File: src/hdl/kbd_ctl_pkg.sv
package kbd_ctl_pkg;

  // Host port addresses (low byte of the I/O address).
  localparam logic [7:0] ADDR_DATA = 8'h60;
  localparam logic [7:0] ADDR_CMD = 8'h64;
  localparam logic [7:0] ADDR_FAST = 8'h92;
  localparam logic [7:0] ADDR_HWCTL = 8'hF0;

  // Command codes.
  localparam logic [7:0] CMD_SELF_TEST = 8'hAA;
  localparam logic [7:0] CMD_IF_TEST = 8'hAB;
  localparam logic [7:0] CMD_KBD_DIS = 8'hAD;
  localparam logic [7:0] CMD_KBD_EN = 8'hAE;
  localparam logic [7:0] CMD_RD_INPUT = 8'hC0;
  localparam logic [7:0] CMD_POLL_LO = 8'hC1;
  localparam logic [7:0] CMD_POLL_HI = 8'hC2;
  localparam logic [7:0] CMD_RD_OUTPORT = 8'hD0;
  localparam logic [7:0] CMD_WR_OUTPORT = 8'hD1;
  localparam logic [7:0] CMD_ECHO_KBD = 8'hD2;
  localparam logic [7:0] CMD_ECHO_AUX = 8'hD3;
  localparam logic [7:0] CMD_TO_AUX = 8'hD4;
  localparam logic [7:0] CMD_RD_TEST = 8'hE0;
  localparam logic [7:0] CMD_HW_RESET = 8'hFE;
  localparam logic [3:0] CMD_PULSE_HI = 4'hF;

  // Answers.
  localparam logic [7:0] SELF_TEST_OK = 8'h55;
  localparam logic [7:0] IF_OK = 8'h00;
  localparam logic [7:0] IF_CLK_LOW = 8'h01;
  localparam logic [7:0] IF_CLK_HIGH = 8'h02;
  localparam logic [7:0] IF_DAT_LOW = 8'h03;
  localparam logic [7:0] IF_DAT_HIGH = 8'h04;

  // Status bit positions.
  localparam int ST_OBF = 0;
  localparam int ST_IBF = 1;
  localparam int ST_CMD = 3;
  localparam int ST_INH = 4;
  localparam int ST_AUX = 5;

  // Control register field positions.
  localparam int HW_KRST_BIT = 0;
  localparam int HW_A20_BIT = 1;
  localparam int FAST_EN_BIT = 2;
  localparam int CLK_SEL_LO_BIT = 6;
  localparam int CLK_SEL_HI_BIT = 7;
  localparam logic [7:0] HWCTL_RW_MASK = 8'hC7;
  localparam logic [7:0] HWCTL_RESET = 8'h00;

  // Fast port.
  localparam logic [7:0] FAST_RESET = 8'h24;
  localparam logic [7:0] FAST_FIXED_ONES = 8'h24;
  localparam int FAST_PULSE_BIT = 0;
  localparam int FAST_A20_BIT = 1;

  // Reset values.
  localparam logic [7:0] OUTPORT_RESET = 8'h03;
  localparam logic [7:0] BYTE_RESET = 8'h00;

  // Timing.
  localparam int CLK_MHZ = 125;
  localparam int PULSE_US = 6;
  localparam int DELAY_US = 14;
  localparam int PULSE_CYC = PULSE_US * CLK_MHZ;
  localparam int DELAY_CYC = DELAY_US * CLK_MHZ;
  localparam int TMR_W = 12;

  typedef enum logic [1:0] {
    PEND_NONE,
    PEND_OUTPORT,
    PEND_ECHO_KBD,
    PEND_ECHO_AUX
  } pend_e;

endpackage : kbd_ctl_pkg

File: src/hdl/reset_pulse_if.sv
`timescale 1ns/1ns
interface reset_pulse_if;
  logic start;
  logic with_delay;
  logic busy;
  logic low;
  modport ctl (output start, output with_delay, input busy, input low);
  modport gen (input start, input with_delay, output busy, output low);
endinterface : reset_pulse_if

File: src/hdl/kbd_a20_ctl.sv
`timescale 1ns/1ns
// Overview of operation
// - Self-test command AA returns 55 in the output buffer.
// - Interface test AB returns 00 ok, 01 for clock line stuck low, 03 for data line stuck low.
// - AD disables, AE enables keyboard interface; C0 returns input port.
// - C1/C2 continuously copy low/high input nibble into status upper bits.
// - D0 returns the output port value.
// - D1 then data byte sets the A20 gate from data bit 1.
// - D2/D3 echo next data byte as keyboard or auxiliary data.
// - D4 sends next data byte to the auxiliary device.
// - E0 returns the test input levels.
// - Even Fx command pulses processor reset low for 6 us, except FE with hardware reset select.
// - Two-bit clock select chooses 6, 8, 12 or 16 MHz controller clock.
// - Fast-port enable lets the fast port drive A20 and keyboard reset.
// - Hardware A20 select bit is stored but leaves the A20 gate on output port bit 1.
// - Hardware reset select lets dedicated logic drive keyboard reset.
// - In hardware mode, D1 data bit 1 sets A20, bit 0 keyboard reset.
// - Hardware FE waits 14 us then drives keyboard reset low 6 us.
// - A20 and keyboard reset each use their own path, merged with fast port; processor reset is not merged.
// - Fast port resets to 24h; bits 5 and 2 read 1, bits 1 and 0 are writable, others reserved 0.
// - Fast A20 level bit, when set, forces the A20 gate high; clear leaves output port bit 1.
// - Fast reset bit gives delayed 6 us low pulse; clear before next.
// - Data-port write marks data, command-port write marks command.
// - Status shows output full, input full and last write command flag.
module kbd_a20_ctl
  import kbd_ctl_pkg::*;
(
  input wire logic i_clk,               // 125 MHz system clock.
  input wire logic i_reset_n,           // Asynchronous reset, active low.
  input wire logic [7:0] i_addr,        // Host I/O address low byte.
  input wire logic [7:0] i_wdata,       // Host write data.
  input wire logic i_wr,                // Host write strobe, one cycle.
  input wire logic i_rd,                // Host read strobe, one cycle.
  input wire logic [7:0] i_input_port,  // Input port pins, asynchronous.
  input wire logic [1:0] i_test_in,     // Test inputs, asynchronous.
  input wire logic i_kbd_clk_in,        // Keyboard clock line level.
  input wire logic i_kbd_dat_in,        // Keyboard data line level.
  output logic [7:0] o_rdata,           // Host read data, registered.
  output logic o_a20_gate_line,         // Address-20 gate.
  output logic o_keyboard_reset_out_n,  // Keyboard reset, active low.
  output logic o_processor_reset_out_n, // Processor reset, active low.
  output logic o_kbd_enabled,           // Keyboard interface enabled.
  output logic o_aux_tx_valid,          // Byte for auxiliary device, pulse.
  output logic o_kbd_tx_valid,          // Byte for keyboard, pulse.
  output logic [7:0] o_tx_data,         // Byte to the serial side.
  output logic [1:0] o_clock_rate_sel   // Controller clock select.
);
  // Two-stage synchronisers for all pins.
  logic [11:0] sync1_r, sync2_r;
  logic [7:0] inp_s;
  logic [1:0] test_s;
  logic kclk_s, kdat_s;

  always_ff @(posedge i_clk or negedge i_reset_n) begin
    if (!i_reset_n) begin
      sync1_r <= '0;
      sync2_r <= '0;
    end else begin
      sync1_r <= {i_kbd_dat_in, i_kbd_clk_in, i_test_in, i_input_port};
      sync2_r <= sync1_r;
    end
  end
  assign inp_s = sync2_r[7:0];
  assign test_s = sync2_r[9:8];
  assign kclk_s = sync2_r[10];
  assign kdat_s = sync2_r[11];

  reset_pulse_if cpu_rp();
  reset_pulse_if kbd_rp();
  reset_pulse_gen u_cpu_pulse (.i_clk(i_clk), .i_reset_n(i_reset_n), .rp(cpu_rp));
  reset_pulse_gen u_kbd_pulse (.i_clk(i_clk), .i_reset_n(i_reset_n), .rp(kbd_rp));

  logic [7:0] hwctl_r, hwctl_nxt;
  logic [7:0] fast_r, fast_nxt;
  logic [7:0] outbuf_r, outbuf_nxt;
  logic [7:0] outport_r, outport_nxt;
  logic [3:0] poll_r, poll_nxt;
  logic [1:0] poll_mode_r, poll_mode_nxt;
  logic obf_r, obf_nxt, aux_r, aux_nxt, cmd_flag_r, cmd_flag_nxt;
  logic kbd_en_r, kbd_en_nxt, to_aux_r, to_aux_nxt;
  pend_e pend_r, pend_nxt;
  logic [7:0] rdata_nxt;
  logic a20_nxt, krst_n_nxt, cpu_n_nxt;
  logic auxv_nxt, kbdv_nxt;
  logic [7:0] tx_nxt;
  logic cpu_start, kbd_start, kbd_delay;
  logic fast_pulse_rise;

  function automatic logic [7:0] if_test(input logic clk, input logic dat);
    if (!clk) return IF_CLK_LOW;
    if (!dat) return IF_DAT_LOW;
    return IF_OK;
  endfunction : if_test

  function automatic logic [7:0] status_byte(input logic obf, input logic cmd,
                                             input logic inh, input logic aux,
                                             input logic [1:0] mode,
                                             input logic [3:0] nib);
    logic [7:0] s;
    s = '0;
    s[ST_OBF] = obf;
    s[ST_IBF] = 1'b0;           // Input is consumed the cycle it is written.
    s[ST_CMD] = cmd;
    s[ST_INH] = inh;
    s[ST_AUX] = aux;
    if (mode != 2'b00) s[7:4] = nib;
    return s;
  endfunction : status_byte

  wire wr_cmd = i_wr && (i_addr == ADDR_CMD);
  wire wr_dat = i_wr && (i_addr == ADDR_DATA);
  wire hw_a20 = hwctl_r[HW_A20_BIT];
  wire hw_krst = hwctl_r[HW_KRST_BIT];
  wire fast_en = hwctl_r[FAST_EN_BIT];
  assign fast_pulse_rise = fast_nxt[FAST_PULSE_BIT] && !fast_r[FAST_PULSE_BIT];

  always_comb begin
    hwctl_nxt = hwctl_r;
    fast_nxt = fast_r;
    outbuf_nxt = outbuf_r;
    outport_nxt = outport_r;
    poll_mode_nxt = poll_mode_r;
    poll_nxt = poll_r;
    obf_nxt = obf_r;
    aux_nxt = aux_r;
    cmd_flag_nxt = cmd_flag_r;
    kbd_en_nxt = kbd_en_r;
    to_aux_nxt = to_aux_r;
    pend_nxt = pend_r;
    auxv_nxt = 1'b0;
    kbdv_nxt = 1'b0;
    tx_nxt = o_tx_data;
    cpu_start = 1'b0;
    kbd_start = 1'b0;
    kbd_delay = 1'b1;
    rdata_nxt = o_rdata;

    if (poll_mode_r == 2'b01) poll_nxt = inp_s[3:0];
    if (poll_mode_r == 2'b10) poll_nxt = inp_s[7:4];

    if (i_rd) begin
      case (i_addr)
        ADDR_DATA: begin
          rdata_nxt = outbuf_r;
          obf_nxt = 1'b0;
          aux_nxt = 1'b0;
        end
        ADDR_CMD: rdata_nxt = status_byte(obf_r, cmd_flag_r, kbd_en_r, aux_r,
                                          poll_mode_r, poll_r);
        ADDR_HWCTL: rdata_nxt = hwctl_r;
        ADDR_FAST: rdata_nxt = fast_r | FAST_FIXED_ONES;
        default: rdata_nxt = BYTE_RESET;
      endcase
    end

    if (i_wr && i_addr == ADDR_HWCTL) begin
      hwctl_nxt = i_wdata & HWCTL_RW_MASK;
    end
    if (i_wr && i_addr == ADDR_FAST) begin
      fast_nxt = (i_wdata & 8'h03) | FAST_FIXED_ONES;
    end

    if (wr_cmd) begin
      cmd_flag_nxt = 1'b1;
      pend_nxt = PEND_NONE;
      to_aux_nxt = 1'b0;
      poll_mode_nxt = 2'b00;
      case (i_wdata)
        CMD_SELF_TEST: begin
          outbuf_nxt = SELF_TEST_OK;
          obf_nxt = 1'b1;
        end
        CMD_IF_TEST: begin
          outbuf_nxt = if_test(kclk_s, kdat_s);
          obf_nxt = 1'b1;
        end
        CMD_KBD_DIS: kbd_en_nxt = 1'b0;
        CMD_KBD_EN: kbd_en_nxt = 1'b1;
        CMD_RD_INPUT: begin
          outbuf_nxt = inp_s;
          obf_nxt = 1'b1;
        end
        CMD_POLL_LO: poll_mode_nxt = 2'b01;
        CMD_POLL_HI: poll_mode_nxt = 2'b10;
        CMD_RD_OUTPORT: begin
          outbuf_nxt = outport_r;
          obf_nxt = 1'b1;
        end
        CMD_WR_OUTPORT: pend_nxt = PEND_OUTPORT;
        CMD_ECHO_KBD: pend_nxt = PEND_ECHO_KBD;
        CMD_ECHO_AUX: pend_nxt = PEND_ECHO_AUX;
        CMD_TO_AUX: to_aux_nxt = 1'b1;
        CMD_RD_TEST: begin
          outbuf_nxt = {6'h00, test_s};
          obf_nxt = 1'b1;
        end
        default: begin
          // With hardware reset select, the hardware path catches FE itself, so the firmware pulse skips it.
          if (i_wdata[7:4] == CMD_PULSE_HI && !i_wdata[0]) begin
            if (hw_krst && i_wdata == CMD_HW_RESET) begin
              kbd_start = !kbd_rp.busy;
            end else begin
              cpu_start = !cpu_rp.busy;
            end
          end
        end
      endcase
    end else if (wr_dat) begin
      cmd_flag_nxt = 1'b0;
      pend_nxt = PEND_NONE;
      case (pend_r)
        PEND_OUTPORT: begin
          outport_nxt[1] = i_wdata[1];
          if (hw_krst) outport_nxt[0] = i_wdata[0];
        end
        PEND_ECHO_KBD: begin
          outbuf_nxt = i_wdata;
          obf_nxt = 1'b1;
          aux_nxt = 1'b0;
        end
        PEND_ECHO_AUX: begin
          outbuf_nxt = i_wdata;
          obf_nxt = 1'b1;
          aux_nxt = 1'b1;
        end
        // Plain data goes to the keyboard, if enabled, unless D4 armed the auxiliary route.
        default: begin
          tx_nxt = i_wdata;
          auxv_nxt = to_aux_r;
          kbdv_nxt = !to_aux_r && kbd_en_r;
          to_aux_nxt = 1'b0;
        end
      endcase
    end

    // Only a 0 to 1 write of the bit fires, so software must clear it before the next request.
    if (fast_en && fast_pulse_rise && !kbd_rp.busy) begin
      kbd_start = 1'b1;
    end

    // The A20 gate follows output port bit 1 whether or not hardware A20 is selected.
    a20_nxt = outport_r[1];
    if (!hw_a20) a20_nxt = outport_r[1];
    if (fast_en) a20_nxt = a20_nxt | fast_r[FAST_A20_BIT];
    krst_n_nxt = !kbd_rp.low;
    if (hw_krst) krst_n_nxt = krst_n_nxt & outport_r[0];
    cpu_n_nxt = !cpu_rp.low;
  end

  assign cpu_rp.start = cpu_start;
  assign cpu_rp.with_delay = 1'b0;
  assign kbd_rp.start = kbd_start;
  assign kbd_rp.with_delay = kbd_delay;

  always_ff @(posedge i_clk or negedge i_reset_n) begin
    if (!i_reset_n) begin
      hwctl_r <= HWCTL_RESET;
      fast_r <= FAST_RESET;
      outbuf_r <= BYTE_RESET;
      outport_r <= OUTPORT_RESET;
      poll_mode_r <= 2'b00;
      poll_r <= 4'h0;
      obf_r <= 1'b0;
      aux_r <= 1'b0;
      cmd_flag_r <= 1'b0;
      kbd_en_r <= 1'b1;
      to_aux_r <= 1'b0;
      pend_r <= PEND_NONE;
      o_rdata <= BYTE_RESET;
      o_a20_gate_line <= 1'b1;
      o_keyboard_reset_out_n <= 1'b1;
      o_processor_reset_out_n <= 1'b1;
      o_kbd_enabled <= 1'b1;
      o_aux_tx_valid <= 1'b0;
      o_kbd_tx_valid <= 1'b0;
      o_tx_data <= BYTE_RESET;
      o_clock_rate_sel <= 2'b00;
    end else begin
      hwctl_r <= hwctl_nxt;
      fast_r <= fast_nxt;
      outbuf_r <= outbuf_nxt;
      outport_r <= outport_nxt;
      poll_mode_r <= poll_mode_nxt;
      poll_r <= poll_nxt;
      obf_r <= obf_nxt;
      aux_r <= aux_nxt;
      cmd_flag_r <= cmd_flag_nxt;
      kbd_en_r <= kbd_en_nxt;
      to_aux_r <= to_aux_nxt;
      pend_r <= pend_nxt;
      o_rdata <= rdata_nxt;
      o_a20_gate_line <= a20_nxt;
      o_keyboard_reset_out_n <= krst_n_nxt;
      o_processor_reset_out_n <= cpu_n_nxt;
      o_kbd_enabled <= kbd_en_nxt;
      o_aux_tx_valid <= auxv_nxt;
      o_kbd_tx_valid <= kbdv_nxt;
      o_tx_data <= tx_nxt;
      o_clock_rate_sel <= hwctl_nxt[CLK_SEL_HI_BIT:CLK_SEL_LO_BIT];
    end
  end
endmodule : kbd_a20_ctl

File: src/hdl/reset_pulse_gen.sv
`timescale 1ns/1ns
module reset_pulse_gen
  import kbd_ctl_pkg::*;
(
  input wire logic i_clk,       // System clock.
  input wire logic i_reset_n,   // Asynchronous reset, active low.
  reset_pulse_if.gen rp         // Request and pulse level.
);
  typedef enum logic [1:0] {IDLE, WAIT, PULSE} pstate_e;
  pstate_e state_r, state_nxt;
  logic [TMR_W-1:0] cnt_r, cnt_nxt;

  always_comb begin
    state_nxt = state_r;
    cnt_nxt = cnt_r;
    case (state_r)
      IDLE: begin
        if (rp.start) begin
          if (rp.with_delay) begin
            state_nxt = WAIT;
            cnt_nxt = TMR_W'(DELAY_CYC - 1);
          end else begin
            state_nxt = PULSE;
            cnt_nxt = TMR_W'(PULSE_CYC - 1);
          end
        end
      end
      WAIT: begin
        if (cnt_r == '0) begin
          state_nxt = PULSE;
          cnt_nxt = TMR_W'(PULSE_CYC - 1);
        end else begin
          cnt_nxt = cnt_r - 1'b1;
        end
      end
      PULSE: begin
        if (cnt_r == '0) begin
          state_nxt = IDLE;
        end else begin
          cnt_nxt = cnt_r - 1'b1;
        end
      end
      default: state_nxt = IDLE;
    endcase
  end

  always_ff @(posedge i_clk or negedge i_reset_n) begin
    if (!i_reset_n) begin
      state_r <= IDLE;
      cnt_r <= '0;
    end else begin
      state_r <= state_nxt;
      cnt_r <= cnt_nxt;
    end
  end

  assign rp.busy = (state_r != IDLE);
  assign rp.low = (state_r == PULSE);
endmodule : reset_pulse_gen

File: config.mk
export PLATFORM = sky130hd
export DESIGN_NAME = kbd_a20_ctl
export DESIGN_NICKNAME = d
export VERILOG_FILES = /design/src/hdl/kbd_ctl_pkg.sv /design/src/hdl/reset_pulse_if.sv /design/src/hdl/kbd_a20_ctl.sv /design/src/hdl/reset_pulse_gen.sv
export SDC_FILE = /design/constraint.sdc
export NUM_CORES = 1
export LEC_CHECK = 0
export BUFFER_PORTS_ARGS = -buffer_cell sky130_fd_sc_hd__buf_4
export CORE_AREA = 2 2 97 99
export DETAILED_ROUTE_END_ITERATION = 10
export DIE_AREA = 0 0 99 101
export PLACE_DENSITY = 0.8
export SYNTH_ARGS = -nofsm -noshare
export SYNTH_HDL_FRONTEND = slang
export SYNTH_SLANG_ARGS = --single-unit
File: constraint.sdc
create_clock -name i_clk -period 3.4 [get_ports i_clk]
set_input_delay 0.68 -clock i_clk [delete_from_list [all_inputs] [get_ports i_clk]]
set_output_delay 0.68 -clock i_clk [all_outputs]
set_load 0.01 [all_outputs]
---- Word-level counts from Yosys, hierarchy flattened ----
Index checks and enable logic that the tools add are counted.
cells by class
  add/subtract/negate cells ............... 2
  equal/unequal tests ..................... 38
  muxes and demuxes ....................... 75
  bitwise operators ....................... 4
  reductions and logical operators ........ 44
operators with widths
  cell                                                count
  == test 8 bit, second input constant                16
  2-to-1 mux 12 bit                                   6
  one-hot mux 12 bit (3 select lines)                 2
  2-to-1 mux 8 bit                                    7
  2-to-1 mux 1 bit                                    41
  one-hot mux 8 bit (5 select lines)                  1
  one-hot mux 8 bit (4 select lines)                  1
  zero test 12 bit                                    2
  subtractor 12 x 1 -> 12 bit, second input constant  2
  AND reduction 3 bit                                 7
  one-hot mux 2 bit (3 select lines)                  3
  == test 8 x 7 -> 1 bit, second input constant       2
  2-to-1 mux 2 bit                                    8
  nonzero test 2 bit                                  7
  OR reduction 13 bit                                 1
  2-to-1 mux 4 bit                                    3
  == test 2 bit, second input constant                5
  logical AND 1 bit                                   10
  != test 2 x 1 -> 1 bit, second input constant       5
  == test 2 x 1 -> 1 bit, second input constant       4
  != test 2 bit, second input constant                4
  zero test 1 bit                                     7
  != test 6 x 1 -> 1 bit, second input constant       1
  nonzero test 3 bit                                  2
  12 further kinds                                    16
word-level totals
  register bits after elaboration ......... 103
  input port bits ......................... 32
  output and inout port bits .............. 24
  logic and storage cells ................. 191

---- Longest topological paths before layout ----
Gate-level depths: netlist of run 1.
  depth after elaboration ................. 10
  depth in mapped cells ................... 8
  depth with buffers taken out ............ 8

---- Modules after synthesis ----
Synthesis of run 1 repeated with hierarchy kept, for this count alone.
second synthesis, totals
  cells, all modules ...................... 507
  area, all modules ....................... 5228.8 um2
modules (own cells, without submodules)
  module                         times used  cells each  area an instance (um2)  seq. area each (um2)
  kbd_a20_ctl                    1           288         3276.9                  1884.3
  reset_pulse_gen (u_kbd_pulse)  1           110         1011.0                  350.3
  reset_pulse_gen (u_cpu_pulse)  1           109         940.9                   350.3

---- Worst setup path before layout of run 1 ----
No wires, ideal clock.
  path kind ............................... input to register
  start point ............................. input i_addr[2]
  end point ............................... register u_kbd_pulse.cnt_r[8]
  library setup time ...................... 0.096 ns
  arrival time ............................ 2.220 ns
  required time ........................... 3.304 ns
  path slack .............................. 1.084 ns
  stages .................................. 6
  path buffers ............................ 1
  cells stage by stage .................... or4b_1 o41ai_2 a31oi_1 or2_1 buf_6 o31ai_1
on the way
  word-level cells in the longest chain between the ends .. 9
  elaborated cells on any way between the ends .. 12
  classes of those cells .................. 3 x eq/ne; 3 x mux; 6 x reduce/logical
ends and longest elaborated chain
  what                                      line                   text
  from (decl)                               kbd_a20_ctl.sv:30      input wire logic [7:0] i_addr,
  == test 8 bit                             kbd_a20_ctl.sv:159     if (i_wr && i_addr == ADDR_FAST) begin
  logical AND 1 bit                         kbd_a20_ctl.sv:159
  2-to-1 mux 1 bit                          kbd_a20_ctl.sv:159
  logical AND 1 bit                         kbd_a20_ctl.sv:115     assign fast_pulse_rise = fast_nxt[FAST_PULSE_BIT] && !fast_r[FAST_PULSE_BIT];
  logical AND 1 bit (2 in series)           kbd_a20_ctl.sv:237     if (fast_en && fast_pulse_rise && !kbd_rp.busy) begin
  2-to-1 mux 1 bit (*)                      kbd_a20_ctl.sv:237
  != test 2 bit (no source line) (*)        --
  AND reduction 3 bit (no source line) (*)  --
  to (signal assigned)                      reset_pulse_gen.sv:53  cnt_r <= cnt_nxt;
  to (decl)                                 reset_pulse_gen.sv:11  logic [TMR_W-1:0] cnt_r, cnt_nxt;
Mark *: on every way between the ends. The rest lies on a longest branch, timed or not.
A chain may end at the register's enable or synchronous reset.

---- Worst setup path in the final report of run 1 ----
  start point ............................. register u_kbd_pulse.cnt_r[0]
  end point ............................... register u_kbd_pulse.cnt_r[3]
on the way
  word-level cells in the longest chain between the ends .. 3
  elaborated cells on any way between the ends .. 7
  classes of those cells .................. 1 x add/sub; 1 x eq/ne; 3 x mux; 2 x reduce/logical
ends and longest elaborated chain
  what                                                                               line                   text
  subtractor 12 x 1 -> 12 bit / zero test 12 bit (equally long branches)             --
  2-to-1 mux 12 bit, or another cell as far along                                    reset_pulse_gen.sv:37  if (cnt_r == '0) begin
  one-hot mux 12 bit (3 select lines) / AND reduction 3 bit (equally long branches)  --
Parallel ways exist; a longest one is shown, timed or not. The select of a mux whose other input is x is not followed.

==> results.json, run 1 <==
{
  "crit_type": "reg2reg",
  "pwr-share-clk_pct": 35.4,
  "rsz0062_at_grt": "false",
  "status": "complete, no violations",
  "async_flop_share_pct": 100,
  "synth-seq-area-share_pct": 52.9,
  "synth.ff_latch_count": 102,
  "cp-end-kind": "register",
  "holdWs_ps": 337,
  "power_frac_seq_pct": 57.6,
  "post_cts_resized": 0,
  "drv_cap": 0,
  "grt_pass1_vias": 3786,
  "dr.pass1.iters": 5,
  "drt-initial-drc-count": 264,
  "cp_data_required_time_ps": 3650,
  "chipWidth_um": 99,
  "startpoint_type": "register",
  "route.detailed.drc": 0,
  "drv_slew": 0,
  "grt_max_degree": 61,
  "cp.arrival_ps": 2890,
  "swShare_pct": 27.1,
  "grt_util_all_layers_pct": 23.4,
  "initial_utilization_pct": 53.9,
  "vias": 3819,
  "worstMarginPinSlew_ps": 745,
  "syn_inst": 468,
  "finalHoldViolations": 0,
  "fin_crit_sh_pct": 77.6,
  "synth_edf_count": 0,
  "reg2reg_depth": 6,
  "rrSetupSlack_ps": 760,
  "final_core_util_pct": 62.1,
  "dp_hpwl_mm": 7.70,
  "synth_fp_nets": 509,
  "p_per_area_mw_per_mm2": 399,
  "slew_headroom_pct": 49.9,
  "post_cts_buffers": 0,
  "crit_family": "simple AND/OR/NAND/NOR gates",
  "diodes": 0,
  "synthFlopType": "dfrtp_1",
  "cp_max_fo": 13,
  "drive_gt1_share_pct": 23.2,
  "root_buffer": "clkbuf_8",
  "reg2reg_from": "u_kbd_pulse.cnt_r[0]",
  "finalSetupViolCount": 0,
  "fmax_mhz": 379,
  "crit_slowest_cell": "nor4b_2",
  "clock-sinks": 102,
  "dieHeight_um": 101,
  "detail_route.wirelength_mm": 10.9,
  "final_cells": 636,
  "fillCellCount": 725,
  "synth_area_mm2": 0.00484,
  "cts.clk_slew.worst_paths_ps": 110,
  "switchingPower_uw": 602,
  "slowest_delay_ps": 600,
  "ir_worst_vdd_mv": 0.213,
  "pwr-share-comb_pct": 7.0,
  "cts_made_buffers": 9,
  "ant_nets": 0,
  "synthToLayoutAreaGrowth_pct": 15.3,
  "port_buffers": 55,
  "cts_tree": "done",
  "rows": 35,
  "gp_congestion": 0.864,
  "clk_latency_ps": 380,
  "htreeDepth": 3,
  "grt_overflow": 0,
  "die_area_mm2": 0.0100,
  "setup_tns_ps": 0,
  "ios": 56,
  "hp-class": "in2async",
  "period_needed_ps": 2640,
  "p_leak_uw": 0.00249,
  "cts_buffer_depth": 2,
  "worst_clock_skew_ps": 14.8,
  "finalNetCount": 561,
  "power_uw": 2220,
  "syn_area_per_cell_um2": 10.3,
  "yosysWarnings": 0,
  "cts_hold_buf": 0,
  "wl_per_cell_um": 17.2,
  "dp_cells": 620,
  "antenna_found_initial": 0,
  "viasPerCell": 6.00,
  "path_buf_inv": 1,
  "p_int_uw": 1620,
  "synth_cell_types": 64,
  "core_area_mm2": 0.00898,
  "path_cells": "inv_1 -> ha_1 -> nor4b_2 -> a41o_1 -> or2_1 -> o21ai_0",
  "worst_r2r_endpoint": "u_kbd_pulse.cnt_r[3]",
  "grt_pass1_wl_mm": 18.6
}
cell type report:
| cell class | instances | area, µm² | area share [%] |
|---|---|---|---|
| Inverter | 30 | 113 | 2.02 |
| Tap cell | 111 | 139 | 2.49 |
| Sequential cell | 102 | 2560 | 45.9 |
| Clock buffer | 9 | 124 | 2.22 |
| Timing Repair Buffer | 63 | 485 | 8.70 |
| Multi-Input combinational cell | 314 | 2070 | 37.0 |
| Clock inverter | 7 | 91.3 | 1.64 |
worst max path at each step:
stage | startpoint | to | slack, ps | cells past startpoint
floorplan | i_addr[2] | u_kbd_pulse.cnt_r[8] | 1080 | 6
global placement | i_addr[2] | u_kbd_pulse.cnt_r[11] | 780 | 6
detailed placement | i_addr[2] | u_kbd_pulse.cnt_r[11] | 750 | 6
CTS | u_kbd_pulse.cnt_r[0] | u_kbd_pulse.cnt_r[0] | 770 | 6
global route | u_kbd_pulse.cnt_r[0] | u_kbd_pulse.cnt_r[7] | 530 | 6
finish | u_kbd_pulse.cnt_r[0] | u_kbd_pulse.cnt_r[3] | 760 | 6
worst register-to-register path, cell delays in order (launching register included):
cell	delay, ps
dfrtp_1	400
inv_1	110
ha_1	220
nor4b_2	600
a41o_1	590
or2_1	410
o21ai_0	180
kinds of logic after synthesis:
logic type	Yosys count	share of synthesized area [%]
compound gates	129	17.6
fa+ha+maj	9	2.33
buf+inv	52	4.42
flops	102	52.9
mux	31	7.01
simple gates	145	15.8
Yosys cell counts (2+ instances only):
master | count | area (µm²)
dfrtp_1 | 96 | 2400
nand2_1 | 45 | 169
nor2_1 | 33 | 124
a21oi_1 | 32 | 160
inv_1 | 29 | 109
o21ai_0 | 27 | 135
mux2_2 | 23 | 259
clkbuf_1 | 15 | 56.3
o31ai_1 | 13 | 97.6
nor3_1 | 11 | 55.1
a31oi_1 | 9 | 56.3
ha_1 | 9 | 113
mux2i_1 | 8 | 80.1
o22ai_1 | 8 | 50.1
dfstp_2 | 6 | 158
nand4_1 | 6 | 37.5
nor4_1 | 6 | 37.5
or3_1 | 6 | 37.5
nor3b_1 | 5 | 37.5
a22o_1 | 4 | 35.0
a2bb2oi_1 | 4 | 35.0
nand3_1 | 4 | 20.0
or2_2 | 4 | 25.0
a21o_1 | 3 | 22.5
a221oi_1 | 3 | 26.3
a22oi_1 | 3 | 22.5
and3_1 | 3 | 18.8
buf_2 | 3 | 15.0
nand2b_1 | 3 | 18.8
o41ai_1 | 3 | 26.3
or4_1 | 3 | 22.5
a211oi_1 | 2 | 15.0
a31o_2 | 2 | 17.5
a41oi_1 | 2 | 17.5
and4_1 | 2 | 17.5
buf_4 | 2 | 15.0
nand3b_1 | 2 | 15.0
nand4b_1 | 2 | 17.5
o41a_1 | 2 | 22.5
metrics by stage:
| step | area [µm²] | worst slack (ps) |
|---|---|---|
| 6_report | 5580 | 760 |
| 5_1_grt | 5580 | 526 |
| 4_1_cts | 5580 | 770 |
| 3_5_place_dp | 5360 | 753 |
| 3_3_place_gp | 5360 | 780 |
| 2_1_floorplan | 4840 | 1080 |
power by group through the flow:
stage / combinational, µW / clock (µW) / sequential [µW]
floorplan: 68.7 / 0 / 1300
global placement: 151 / 0 / 1300
detailed placement: 156 / 0 / 1300
CTS: 157 / 802 / 1280
global route: 175 / 849 / 1290
finish: 156 / 786 / 1280
flip-flops by register name (all words and copies together) (netlist names), 2 cells and up:
signal and flops:
fast_r 2, hwctl_r 5, o_rdata 8, o_tx_data 8, outbuf_r 8, outport_r 2, pend_r 2, poll_mode_r 2
poll_r 4, sync1_r 12, sync2_r 12, u_cpu_pulse.cnt_r 12, u_kbd_pulse.cnt_r 12, u_kbd_pulse.state_r 2
metal layers:
layer  vias up  global-route usage, %  part of all wire [%]
met5         -                      0                     0
met4         0                   9.38                   1.9
met3        17                   4.92                   5.4
met2       118                   36.0                    46
met1      1875                   32.7                    47
li1       1809                      -                     -
cells in the final DEF (no fill, tap or decap), drive strengths merged, types with 4 or more instances in the layout:
cell type,instances
a21oi,33
a2bb2oi,4
dfstp,6
nor2,33
o21ai,27
o31ai,13
o22ai,8
nand2,45
or3,6
nor3,11
mux2i,8
a22o,4
buf,63
or2,5
mux2,23
inv,34
dfrtp,96
nor4,7
nand4,6
a31oi,9
clkbuf,9
nor3b,6
o41ai,4
nand3,4
ha,9
Power figures use the tool's default switching activity.
==> inputs of run 2 (changes only) <==
- CORE_AREA: 2 2 97 99 -> 2 2 99 101
- DIE_AREA: 0 0 99 101 -> 0 0 101 103
- clock period: 3.4 -> 2.3 ns (I/O delays scaled with it)
==> results.json, run 2 (same netlist as run 1, synthesis figures left out) <==
{
  "grt_pass1_wl_mm": 19.1,
  "cp_data_required_time_ps": 2600,
  "p_int_uw": 2400,
  "die_area_mm2": 0.0104,
  "wl_per_cell_um": 17.2,
  "grt_use_met1_pct": 33.1,
  "root_buffer": "clkbuf_8",
  "holdWs_ps": 87.3,
  "final_cells": 661,
  "finalSetupViolCount": 0,
  "global_route.usage.met3_pct": 4.68,
  "layout_commonest_cell": "dfrtp_1",
  "vias": 3923,
  "gp_congestion": 0.891,
  "cp.arrival_ps": 2460,
  "grt_max_degree": 48,
  "worstMarginPinSlew_ps": 604,
  "synthToLayoutAreaGrowth_pct": 18.4,
  "fillCellCount": 760,
  "slew_headroom_pct": 59.8,
  "chipWidth_um": 101,
  "cts_buffer_depth": 2,
  "cp_max_fo": 5,
  "rsz0062_at_grt": "false",
  "post_cts_buffers": 0,
  "drv_cap": 0,
  "startpoint_type": "register",
  "initial_utilization_pct": 51.2,
  "rrSetupSlack_ps": 140,
  "ios": 56,
  "drv_slew": 0,
  "dp_hpwl_mm": 8.02,
  "cts.clk_slew.worst_paths_ps": 100,
  "p_leak_uw": 0.00259,
  "status": "complete, no violations",
  "cp-end-kind": "register",
  "worst_r2r_endpoint": "u_cpu_pulse.cnt_r[9]",
  "viasPerCell": 5.93,
  "grt_pass1_vias": 3872,
  "hp-class": "in2async",
  "port_buffers": 55,
  "diodes": 0,
  "dp_cells": 645,
  "cpMostUsedCell": "or3_1",
  "drive_gt1_share_pct": 26.7,
  "worst_clock_skew_ps": 13.4,
  "slowest_delay_ps": 530,
  "dr.pass1.iters": 5,
  "fmax_mhz": 462,
  "htreeDepth": 3,
  "fin_crit_sh_pct": 94.1,
  "setup_tns_ps": 0,
  "final_core_util_pct": 60.6,
  "finalNetCount": 583,
  "mostFrequentLayoutCells": "dfrtp_1 (96), buf_4 (84), nand2_1 (45)",
  "ir_worst_vdd_mv": 0.384,
  "core_area_mm2": 0.00946,
  "cts_made_buffers": 9,
  "crit_type": "reg2reg",
  "period_needed_ps": 2160,
  "switchingPower_uw": 822,
  "busiest_layer": "met2",
  "power_frac_seq_pct": 58.9,
  "cts_tree": "done",
  "clk_latency_ps": 370,
  "antenna_found_initial": 0,
  "rows": 36,
  "use_met2_pct": 36.9,
  "reg2reg_from": "u_cpu_pulse.cnt_r[2]",
  "dieHeight_um": 103,
  "grt_util_all_layers_pct": 23.6,
  "path_cells": "or3_1 -> or4b_4 -> or3_1 -> a21o_1 -> a21oi_1",
  "drt-initial-drc-count": 474,
  "ant_nets": 0,
  "route.detailed.drc": 0,
  "detail_route.wirelength_mm": 11.4,
  "grt_overflow": 0,
  "pwr-share-comb_pct": 7.6,
  "clock-sinks": 102,
  "finalHoldViolations": 0,
  "pwr-share-clk_pct": 33.6,
  "reg2reg_depth": 5,
  "swShare_pct": 25.5,
  "regArea_mm2": 0.00256,
  "crit_path_start": "u_cpu_pulse.cnt_r[2]",
  "multiInputGateArea_mm2": 0.00208,
  "p_per_area_mw_per_mm2": 562,
  "crit_slowest_cell": "or4b_4"
}
run 2: stage by stage:
stage	worst slack (ps)	total power (µW)	area, µm²
6_report	137	3220	5730
5_1_grt	44.8	3360	5730
4_1_cts	145	3250	5720
3_5_place_dp	-59.5	2170	5530
3_3_place_gp	-27.1	2160	5530
2_1_floorplan	164	2020	4840
run 2: power by group through the flow:
stage          sequential [µW]  combinational, µW  clock (µW)
5_1_grt                   1900                274        1180
3_5_place_dp              1930                245           0
2_1_floorplan             1920                102           0
6_report                  1900                244        1080
4_1_cts                   1890                246        1110
3_3_place_gp              1920                236           0
run 2: worst max-delay path by stage:
stage                                   endpoint  cells past startpoint
after floorplan             u_cpu_pulse.cnt_r[6]                      8
after CTS                   u_cpu_pulse.cnt_r[9]                      5
after global placement    u_kbd_pulse.state_r[0]                      7
final                       u_cpu_pulse.cnt_r[9]                      5
after global routing        u_cpu_pulse.cnt_r[9]                      5
after detailed placement  u_kbd_pulse.state_r[0]                      7
run 2: worst max-delay path, delay by kind of cell (launching register included):
| family | cells | cell delay, ps |
|---|---|---|
| compound gates | 2 | 340 |
| flops | 1 | 420 |
| simple gates | 3 | 1340 |
run 2: per-layer routing:
layer	up-vias	part of all wire (%)
met1	1916	46
met4	0	1.6
li1	1849	-
met2	144	46
met3	14	6.7
met5	-	0
run 2: cell type report:
| cell class | count | share of cell area (%) |
|---|---|---|
| clock buffers | 10 | 2.40 |
| flip-flops and latches | 102 | 44.7 |
| multi-input cells | 314 | 36.3 |
| well taps | 114 | 2.49 |
| inverters | 30 | 1.96 |
| clock inverters | 6 | 0.873 |
| repair buffers | 85 | 11.4 |
run 2: what timing repair did:
item | CTS | global route
endpoints found under the setup margin | 0 | 2
gates resized for setup | 0 | 2
hold buffers | 0 | 0
